--- config.mk ---
export PLATFORM = sky130hd
export DESIGN_NAME = pas_top
export DESIGN_NICKNAME = d
export VERILOG_FILES = /design/src/rtl/pas_pkg.sv /design/src/rtl/pas_stream_if.sv /design/src/rtl/pas_fifo.sv /design/src/rtl/pas_top.sv
export SDC_FILE = /design/constraint.sdc
export NUM_CORES = 1
export LEC_CHECK = 0
export BUFFER_PORTS_ARGS = -buffer_cell sky130_fd_sc_hd__buf_2
export CAP_MARGIN = 20
export CORE_MARGIN = 1
export CORE_UTILIZATION = 56
export CTS_CLUSTER_SIZE = 28
export DETAILED_ROUTE_END_ITERATION = 7
export GPL_ROUTABILITY_DRIVEN = 0
export PLACE_DENSITY = 0.88
export SETUP_SLACK_MARGIN = 0.02
export SLEW_MARGIN = 20
export SYNTH_ARGS = -nofsm -noshare
export SYNTH_HDL_FRONTEND = slang
export SYNTH_SLANG_ARGS = --single-unit
--- constraint.sdc ---
create_clock -name mclk -period 2.88 [get_ports mclk]
set_input_delay 0.576 -clock mclk [delete_from_list [all_inputs] [get_ports mclk]]
set_output_delay 0.576 -clock mclk [all_outputs]
set_load 0.005 [all_outputs]
--- src/rtl/pas_pkg.sv ---
// Shared constants and types of the pipelined converter sample port
package pas_pkg;
   // Clock and timing
   localparam int CLK_PERIOD_NS   = 4;
   localparam int CONV_TIME_NS    = 70;
   localparam int CONV_CYCLES     = (CONV_TIME_NS + CLK_PERIOD_NS - 1) / CLK_PERIOD_NS;
   localparam int REFRESH_TIME_US = 500;
   localparam int REFRESH_CYCLES  = REFRESH_TIME_US * 1000 / CLK_PERIOD_NS;
   localparam int REFRESH_CNT_W   = 17;
   localparam int CONV_CNT_W      = 5;

   // Widths and depths
   localparam int DATA_W     = 12;
   localparam int AIN_W      = 16;
   localparam int VREF_W     = 13;
   localparam int QUO_BITS   = 11;
   localparam int NUM_W      = 27;
   localparam int FIFO_DEPTH = 8;
   localparam int FILL_W     = 4;
   localparam int PIN_CNT    = 4;

   // Result of a sample leaves at the end of the third conversion
   localparam logic [FILL_W-1:0] PIPE_DEPTH = 4'h3;

   // Reference levels in millivolts
   localparam logic [VREF_W-1:0] VREF_INT_HI_MV = 13'h1000;
   localparam logic [VREF_W-1:0] VREF_INT_LO_MV = 13'h0800;

   // Reference strap encodings
   localparam logic [1:0] REF_SEL_GND  = 2'h0;
   localparam logic [1:0] REF_SEL_VREF = 2'h1;
   localparam logic [1:0] REF_SEL_VDD  = 2'h2;

   // Full-scale codes
   localparam logic [DATA_W-1:0] CODE_POS_FS = 12'h7ff;
   localparam logic [DATA_W-1:0] CODE_NEG_FS = 12'h800;

   // Synchroniser bit positions
   localparam int PIN_CONV = 0;
   localparam int PIN_GAIN = 1;
   localparam int PIN_REF0 = 2;

   typedef enum logic [1:0] {
      PAS_IDLE,
      PAS_DIVIDE,
      PAS_SETTLE,
      PAS_PUSH
   } pas_state_e;
endpackage : pas_pkg

--- src/rtl/pas_stream_if.sv ---
// Valid/ready word stream between the converter core and its buffer
interface pas_stream_if #(
   parameter int W = 12
) ();
   logic [W-1:0] data;   // Word
   logic         valid;  // Word offered
   logic         ready;  // Word taken

   modport src (output data, output valid, input ready);
   modport snk (input data, input valid, output ready);
endinterface : pas_stream_if

--- src/rtl/pas_fifo.sv ---
// Result buffer: synchronous FIFO with flush
module pas_fifo #(
   parameter int WIDTH = 12,
   parameter int DEPTH = 8
) (
   input wire logic   mclk,     // System clock
   input wire logic   reset_n,  // Async reset, active low
   input wire logic   flush,    // Drop all entries
   pas_stream_if.snk  wr,       // Fill side
   pas_stream_if.src  rd        // Drain side
);
   localparam int PW = $clog2(DEPTH);

   logic [WIDTH-1:0] mem_q [DEPTH];
   logic [PW-1:0]    wr_ptr_q;
   logic [PW-1:0]    rd_ptr_q;
   logic [PW:0]      count_q;
   logic             push_w;
   logic             pop_w;

   // Honest flags: full stalls the writer
   assign wr.ready = (count_q < (PW+1)'(DEPTH));
   assign rd.valid = (count_q != '0);
   assign rd.data  = mem_q[rd_ptr_q];
   assign push_w   = wr.valid && wr.ready;
   assign pop_w    = rd.valid && rd.ready;

   // Storage
   always_ff @(posedge mclk) begin
      if (push_w) begin
         mem_q[wr_ptr_q] <= wr.data;
      end
   end

   // Pointers and occupancy
   always_ff @(posedge mclk or negedge reset_n) begin
      if (!reset_n) begin
         wr_ptr_q <= '0;
         rd_ptr_q <= '0;
         count_q  <= '0;
      end else if (flush) begin
         wr_ptr_q <= '0;
         rd_ptr_q <= '0;
         count_q  <= '0;
      end else begin
         if (push_w) begin
            wr_ptr_q <= (wr_ptr_q == PW'(DEPTH-1)) ? '0 : wr_ptr_q + 1'b1;
         end
         if (pop_w) begin
            rd_ptr_q <= (rd_ptr_q == PW'(DEPTH-1)) ? '0 : rd_ptr_q + 1'b1;
         end
         count_q <= count_q + (PW+1)'(push_w) - (PW+1)'(pop_w);
      end
   end
endmodule : pas_fifo

--- src/rtl/pas_top.sv ---
// Digital side of a 12-bit pipelined sampling converter
//
// Function
// - A rising conversion clock edge starts a conversion only while idle; falling edges do nothing.
// - Each start samples both analog inputs at once; conversions run one at a time.
// - Outputs show a sample's result two starts later plus about 70 ns.
// - Result is a parallel 12-bit two's complement word.
// - Overflow high exactly for codes 7ff or 800, low otherwise.
// - Gain select high gives 1x span, low gives 2x gain, half span.
// - After 500 us without a rising edge an internal timer refreshes dynamic logic.
// - Reference strap: ground 4.096 V, reference pin 2.048 V, supply external.
// - A started conversion runs to completion; it cannot abort or restart.
// - Out-of-range input clamps the code to an extreme and sets overflow; an in-range 7ff code sets it too.
module pas_top
   import pas_pkg::*;
#(
   parameter int unsigned REFRESH_CYC = REFRESH_CYCLES  // Idle cycles before a refresh
) (
   input  wire logic                    mclk,           // System clock, 250 MHz
   input  wire logic                    reset_n,        // Async reset, active low
   input  wire logic                    conv_clk,       // Conversion start pin
   input  wire logic                    gain_sel,       // Gain strap, high = 1x
   input  wire logic [1:0]              ref_sel,        // Reference strap
   input  wire logic [VREF_W-1:0]       ext_vref_mv,    // External reference, mV
   input  wire logic signed [AIN_W-1:0] ain_pos,        // Positive input, 0.125 mV units
   input  wire logic signed [AIN_W-1:0] ain_neg,        // Negative input, 0.125 mV units
   output logic [DATA_W-1:0]            sample_data,    // Result word
   output logic                         overflow_flag,  // Result at full scale
   output logic                         refresh_pulse,  // Refresh event
   output logic                         conv_busy       // Conversion in progress
);
   // Full-scale decode of the result word, used by the overflow path only
   function automatic logic is_full_scale(input logic [DATA_W-1:0] code);
      is_full_scale = (code == CODE_POS_FS) || (code == CODE_NEG_FS);
   endfunction : is_full_scale

   pas_stream_if #(.W(DATA_W)) wr_if ();
   pas_stream_if #(.W(DATA_W)) rd_if ();

   logic [PIN_CNT-1:0]       pin_w;
   logic [PIN_CNT-1:0]       sync1_q;
   logic [PIN_CNT-1:0]       sync2_q;
   logic [PIN_CNT-1:0]       sync3_q;
   logic [PIN_CNT-1:0]       stable_q;
   logic                     rise_w;
   logic                     start_w;
   pas_state_e               state_q;
   logic [CONV_CNT_W-1:0]    cnt_q;
   logic [3:0]               step_q;
   logic [VREF_W-1:0]        vref_w;
   logic signed [AIN_W:0]    vin_w;
   logic [AIN_W:0]           abs_w;
   logic [NUM_W-1:0]         num_w;
   logic                     ovr_w;
   logic [NUM_W-1:0]         mag_q;
   logic [NUM_W-1:0]         den_q;
   logic [QUO_BITS-1:0]      quo_q;
   logic                     neg_q;
   logic                     ovr_q;
   logic [DATA_W-1:0]        code_w;
   logic                     done_q;
   logic                     pop_w;
   logic [FILL_W-1:0]        fill_q;
   logic [REFRESH_CNT_W-1:0] idle_q;
   logic                     refresh_w;
   logic [DATA_W-1:0]        sample_data_q;
   logic                     overflow_flag_q;
   logic                     refresh_pulse_q;
   logic                     conv_busy_q;

   assign pin_w = {ref_sel, gain_sel, conv_clk};

   // Three-stage synchronisers; a level counts once stages two and three agree
   // Reset low, the idle level of the start pin, so no false edge follows reset
   genvar gi;
   generate
      for (gi = 0; gi < PIN_CNT; gi++) begin : g_sync
         always_ff @(posedge mclk or negedge reset_n) begin
            if (!reset_n) begin
               sync1_q[gi]  <= 1'b0;
               sync2_q[gi]  <= 1'b0;
               sync3_q[gi]  <= 1'b0;
               stable_q[gi] <= 1'b0;
            end else begin
               sync1_q[gi] <= pin_w[gi];
               sync2_q[gi] <= sync1_q[gi];
               sync3_q[gi] <= sync2_q[gi];
               if (sync2_q[gi] == sync3_q[gi]) begin
                  stable_q[gi] <= sync3_q[gi];
               end
            end
         end
      end
   endgenerate

   // Only the rising edge matters; falling edges are ignored
   assign rise_w  = sync2_q[PIN_CONV] && sync3_q[PIN_CONV] && !stable_q[PIN_CONV];
   // Edges during a running conversion are dropped, never restart it
   assign start_w = rise_w && (state_q == PAS_IDLE);

   // Reference selection from the strap
   always_comb begin
      case (stable_q[PIN_REF0 +: 2])
         REF_SEL_GND:  vref_w = VREF_INT_HI_MV;
         REF_SEL_VREF: vref_w = VREF_INT_LO_MV;
         default:      vref_w = ext_vref_mv;
      endcase
   end

   // Differential input, both legs taken in the same cycle
   assign vin_w = {ain_pos[AIN_W-1], ain_pos} - {ain_neg[AIN_W-1], ain_neg};
   assign abs_w = vin_w[AIN_W] ? (AIN_W+1)'(-vin_w) : vin_w;
   // 2x gain doubles the numerator, which halves the span
   assign num_w = stable_q[PIN_GAIN] ? {1'b0, abs_w, 9'h000} : {abs_w, 10'h000};
   assign ovr_w = num_w >= {3'h0, vref_w, 11'h000};

   // Conversion sequence
   always_ff @(posedge mclk or negedge reset_n) begin
      if (!reset_n) begin
         state_q <= PAS_IDLE;
      end else begin
         case (state_q)
            PAS_IDLE: begin
               if (start_w) begin
                  state_q <= PAS_DIVIDE;
               end
            end
            PAS_DIVIDE: begin
               if (step_q == 4'(QUO_BITS-1)) begin
                  state_q <= PAS_SETTLE;
               end
            end
            PAS_SETTLE: begin
               if (cnt_q == CONV_CNT_W'(CONV_CYCLES-1)) begin
                  state_q <= PAS_PUSH;
               end
            end
            PAS_PUSH: begin
               if (wr_if.ready) begin
                  state_q <= PAS_IDLE;
               end
            end
            default: state_q <= PAS_IDLE;
         endcase
      end
   end

   // Conversion time counter
   always_ff @(posedge mclk or negedge reset_n) begin
      if (!reset_n) begin
         cnt_q <= '0;
      end else if (start_w) begin
         cnt_q <= '0;
      end else if (state_q != PAS_IDLE && cnt_q != CONV_CNT_W'(CONV_CYCLES-1)) begin
         cnt_q <= cnt_q + 1'b1;
      end
   end

   // Restoring divider; one quotient bit per cycle keeps timing easy at 250 MHz
   always_ff @(posedge mclk or negedge reset_n) begin
      if (!reset_n) begin
         mag_q  <= '0;
         den_q  <= '0;
         quo_q  <= '0;
      end else if (start_w) begin
         mag_q  <= num_w;
         den_q  <= {4'h0, vref_w, 10'h000};
         quo_q  <= '0;
      end else if (state_q == PAS_DIVIDE) begin
         if (mag_q >= den_q) begin
            mag_q <= mag_q - den_q;
            quo_q <= {quo_q[QUO_BITS-2:0], 1'b1};
         end else begin
            quo_q <= {quo_q[QUO_BITS-2:0], 1'b0};
         end
         den_q  <= den_q >> 1;
      end
   end

   // Quotient bit position; the sequencer leaves the divide state on the last bit
   always_ff @(posedge mclk or negedge reset_n) begin
      if (!reset_n) begin
         step_q <= '0;
      end else if (start_w) begin
         step_q <= '0;
      end else if (state_q == PAS_DIVIDE) begin
         step_q <= step_q + 1'b1;
      end
   end

   // Sign and range are taken with the sample, so later input changes cannot split them
   always_ff @(posedge mclk or negedge reset_n) begin
      if (!reset_n) begin
         neg_q <= 1'b0;
         ovr_q <= 1'b0;
      end else if (start_w) begin
         neg_q <= vin_w[AIN_W];
         ovr_q <= ovr_w;
      end
   end

   // Out-of-range inputs clamp to an extreme code; else signed quotient
   always_comb begin
      if (ovr_q) begin
         code_w = neg_q ? CODE_NEG_FS : CODE_POS_FS;
      end else if (neg_q) begin
         code_w = DATA_W'(-{1'b0, quo_q});
      end else begin
         code_w = {1'b0, quo_q};
      end
   end

   assign wr_if.valid = (state_q == PAS_PUSH);
   assign wr_if.data  = code_w;

   // Finished results queue until two later conversions have completed
   pas_fifo #(
      .WIDTH (DATA_W),
      .DEPTH (FIFO_DEPTH)
   ) u_fifo (
      .mclk    (mclk),
      .reset_n (reset_n),
      .flush   (refresh_w),
      .wr      (wr_if),
      .rd      (rd_if)
   );

   // Drain one result at each conversion end once three are held
   assign pop_w       = done_q && (fill_q >= PIPE_DEPTH) && rd_if.valid;
   assign rd_if.ready = pop_w;

   // End-of-conversion marker, one cycle after the push
   always_ff @(posedge mclk or negedge reset_n) begin
      if (!reset_n) begin
         done_q <= 1'b0;
      end else begin
         done_q <= wr_if.valid && wr_if.ready;
      end
   end

   // Queue occupancy; a refresh empties it together with the buffer
   always_ff @(posedge mclk or negedge reset_n) begin
      if (!reset_n) begin
         fill_q <= '0;
      end else if (refresh_w) begin
         fill_q <= '0;
      end else begin
         fill_q <= fill_q + FILL_W'(wr_if.valid && wr_if.ready) - FILL_W'(pop_w);
      end
   end

   // Output word and overflow update together
   always_ff @(posedge mclk or negedge reset_n) begin
      if (!reset_n) begin
         sample_data_q   <= '0;
         overflow_flag_q <= 1'b0;
      end else if (pop_w) begin
         sample_data_q   <= rd_if.data;
         overflow_flag_q <= is_full_scale(rd_if.data);
      end
   end

   // Idle timer; refresh discards stale pipeline contents with no power cost
   // Any rising edge counts as activity, even one dropped while busy
   assign refresh_w = (idle_q == REFRESH_CNT_W'(REFRESH_CYC-1));
   always_ff @(posedge mclk or negedge reset_n) begin
      if (!reset_n) begin
         idle_q <= '0;
      end else if (rise_w || refresh_w) begin
         idle_q <= '0;
      end else begin
         idle_q <= idle_q + 1'b1;
      end
   end

   // Refresh event, one cycle per refresh
   always_ff @(posedge mclk or negedge reset_n) begin
      if (!reset_n) begin
         refresh_pulse_q <= 1'b0;
      end else begin
         refresh_pulse_q <= refresh_w;
      end
   end

   // Busy status
   always_ff @(posedge mclk or negedge reset_n) begin
      if (!reset_n) begin
         conv_busy_q <= 1'b0;
      end else begin
         conv_busy_q <= start_w || (state_q != PAS_IDLE && !(state_q == PAS_PUSH && wr_if.ready));
      end
   end

   assign sample_data   = sample_data_q;
   assign overflow_flag = overflow_flag_q;
   assign refresh_pulse = refresh_pulse_q;
   assign conv_busy     = conv_busy_q;
endmodule : pas_top

==> out/summary.md <==
The flow ran to the end, but the final reports show violations. The final reports fail on hold timing, setup timing. Power spread over the standard cell area amounts to 1160 nW/µm². The sequential cell area fraction in the yosys report is 0.476, and the die area is 24300 µm².

In this run the critical register-to-register path is launched from mag_q[1]. Capturing element type of the critical path: a flip-flop. The tools report the worst voltage drop across the vdd grid as 0.000743 V. The maximum number of buffers from clock root to sink was 3; the placed standard-cell area was 15100 µm². The share of the core filled with cells was 0.732; the multi-input combinational cell area was 7060 µm².

CTS placed an instance of clkbuf_16 at the clock tree root. The tools report the sort of element at the start of the critical path as a primary input. The combined global-route utilization of all metal layers was 0.270; the number of buffers inserted by port buffering was 65. The via count is 10800, and the number of nets still failing antenna checks after routing is 0. Setup violations remaining at the end of the flow were counted as 27. The number of antenna violations at the first check in global routing was 0. The detailed-routing iteration count for the pre-antenna-repair pass was 5.

Entering global routing, the biggest net connects 60 pins. The setup path with the least slack is of type in2reg. Setup repair after global routing could not meet its margin everywhere. The start point of the critical path is ain_pos[0]. After filler insertion, the fill cell instance count of the layout stands at 1350. The tools report the total non-filler cell area in the finished layout as 16800 µm². The fraction of registers with async set/reset was 0.588; the met1 capacity usage during global routing was 0.318. The via count of the first global-routing pass was 11100; the worst-case hold slack was -12.9 ps.

In the final design database the tool counted 1603 nets. TritonCTS built the clock tree. Relative to the synthesized area, the layout overhead comes to 26.6%.

The count of endpoints failing hold in the final timing report is 10, and the met2 track demand over resource in global routing is 0.489. In this run the cell area of the synthesized design comes to 13200 µm². For this run the aggregate overflow at the end of global routing stands at 0. Minimum period implied by the final worst setup slack: 3930 ps.

The worst slew margin relative to its limit came out at 0.424. The run gives 66 as the number of placed I/O pins. Yosys mapped a number of flops with a built-in enable equal to 96.

For this design, the CTS-stage hold fixing added 0 buffers. The classification of the worst-slack hold path was in2async. The netlist uses 81 different library cells.

The final worst slack is -1050 ps, and the largest fanout on the critical path is 5. Across the run, the number of max-cap violations was 0. Area share of the largest cell type after synthesis: 0.259.

The first routing iteration left 797 violations. The number of slew-limit violations in the final report was 0; the ratio of cells with drive above 1 in the final layout was 0.298. The synthesized area divided by synthesized cell count was 10.7 µm²; the maximum clock frequency was 255 MHz. The run gives 19.5 mW as the overall power consumption. The logs give 20900 µm for the sum of net half-perimeters after detailed placement and 25 for the number of buffers inserted during clock tree synthesis.

Data on the critical path is required at its endpoint by 3300 ps. The data arrival time of the critical path is 4340 ps, and the final wirelength is 33800 µm. The leading area contributor after synthesis was dfrtp_1. The met3 usage was 0.0372; the detail-routed via count per cell was 6.01. In the final timing run, aggregate negative setup slack is -4260 ps. Count of placed standard cells in the final layout, fillers left out: 1801.

The initial core utilization came out at 0.578. At the pin with the least slew margin, the transition time is 865 ps. In the final routed layout, each cell accounts on average for 18.7 µm. The tools report the core outline area as 22900 µm². The logs give 55 for the row count and 0 for the final routed DRC violation total. After detailed placement, the design holds a cell count of 1725. During synthesis, Yosys emitted a total of 0 warnings.

The global-route wire length before repair came out at 52600 µm. The clock transition at the registers of the reported paths was 60 ps; the clock skew was 10.5 ps. By area the synthesized netlist is led by dfrtp_1 26%, edfxtp_1 22%, ha_1 7.5%. The number of antenna diodes in the final layout is 0. Level count of the clock H-tree: 1. Flip-flop cell with the highest count after synthesis: dfrtp_1.

The global routing stage identified its most utilized layer as met2. For the worst-skew pair, the clock arrives at the later sink with an insertion delay of 540 ps. Summing all flip-flop and latch instances after layout gives 6310 µm². Counting every net in the synthesized netlist gives 1378. The synthesized flop and latch total is 233.

The final period utilization came out at 1.36. Synthesis produced 1244 cells. Measured along the y axis, the die boundary spans 156 µm. The tools report the worst setup slack before clock tree synthesis as -1510 ps. The floorplan step set the die width to 156 µm. The leakage power is 7.25 nW, and the count of clock tree sinks is 233.
## layout make-up
class / count / share of cell area
Multi-Input combinational cell: 878 / 0.421
Sequential cell: 233 / 0.376
Timing Repair Buffer: 252 / 0.113
Clock buffer: 36 / 0.0428
Tap cell: 313 / 0.0234
Inverter: 79 / 0.0181
Clock inverter: 10 / 0.00537
## cell usage in the layout (no fill, tap or decap), drive strengths merged, types with 15 or more instances in the layout
cell | Yosys | layout
buf | 11 | 250
dfrtp | 137 | 137
nor2 | 120 | 120
nand2 | 101 | 101
edfxtp | 96 | 96
a21oi | 82 | 82
inv | 79 | 81
ha | 79 | 79
mux2i | 57 | 57
o21ai | 51 | 51
xnor2 | 39 | 39
clkbuf | 43 | 38
nor3 | 31 | 31
xor2 | 29 | 29
nand3 | 25 | 25
mux4 | 24 | 24
nand2b | 17 | 17
nor2b | 15 | 15
## worst paths after layout
| check | slack [ps] | cells past startpoint | to |
|---|---|---|---|
| worst min register to register | 360 | 0 | sync2_q[2] |
| min in group mclk | 140 | 1 | sync1_q[0] |
| max in group asynchronous | 2170 | 2 | sample_data[0] |
| worst max-delay path | -1050 | 21 | ovr_q |
| worst max register to register | -250 | 11 | mag_q[22] |
| worst min-delay path | -10 | 1 | idle_q[16] |
## cells in the mapped netlist, drive strengths merged, types with 4 or more instances
master,count
dfrtp,137
nor2,120
nand2,101
edfxtp,96
a21oi,82
ha,79
inv,79
mux2i,57
o21ai,51
clkbuf,43
xnor2,39
nor3,31
xor2,29
nand3,25
mux4,24
nand2b,17
nor2b,15
mux2,14
a21o,13
nand4,13
o211a,12
o21a,12
and3,11
buf,11
a31oi,10
nor3b,9
nor4,9
o211ai,9
o22ai,9
or3,9
a211oi,7
a21boi,7
and2,6
fa,4
nand3b,4
o2111ai,4
or2,4
## repair_timing
| action | CTS | global route |
|---|---|---|
| resized for setup | 54 | 75 |
| gates cloned | 1 | 2 |
| setup endpoints to repair | 28 | 28 |
| buffers inserted | 20 | 8 |
| pin swaps | 33 | 36 |
## power breakdown
| group | switching (mW) | leakage [nW] | internal [mW] |
|---|---|---|---|
| combinational | 5.63 | 4.30 | 5.21 |
| sequential | 0.793 | 2.55 | 4.68 |
| clock | 1.33 | 0.400 | 1.83 |
| total | 7.75 | 7.25 | 11.7 |
## cell families after synthesis
kind of cell | share of synthesized area
flip-flops | 0.476
AND/OR/NAND/NOR | 0.137
AO/OA/AOI/OAI | 0.124
adder cells (fa/ha/maj) | 0.0829
XOR/XNOR | 0.0455
buffers and inverters | 0.0384
multiplexers | 0.0960
## flip-flops by register name, summed over array words and instances, names as in the netlist, 2 cells and up
name	flops
u_fifo.count_q	4
sync1_q	4
u_fifo.mem_q	96
sync3_q	4
u_fifo.wr_ptr_q	3
stable_q	4
state_q	2
mag_q	27
sync2_q	4
quo_q	11
step_q	4
cnt_q	5
idle_q	17
den_q	23
fill_q	4
u_fifo.rd_ptr_q	3
sample_data	12
## routing by layer
| layer | up-vias | part of all wire |
|---|---|---|
| li1 | 4933 | - |
| met1 | 5307 | 0.38 |
| met2 | 440 | 0.52 |
| met3 | 144 | 0.052 |
| met4 | 0 | 0.048 |
| met5 | - | 0 |
## worst max-delay path, stage by stage
cell      delay [ps]
buf_8             80
inv_8             30
ha_4             150
fa_2             390
nor2b_4          160
o22a_2           170
xor2_1            70
or3_4            350
nor3_4           330
a31oi_2          160
and2_1           170
o21ai_1          190
o221a_2          260
ha_1             260
a21oi_2          120
nor2b_1           50
o21ai_1          120
nand2b_1          80
a21oi_2          170
o211ai_1         120
o32a_1           330
Power figures use the tool's default switching activity.
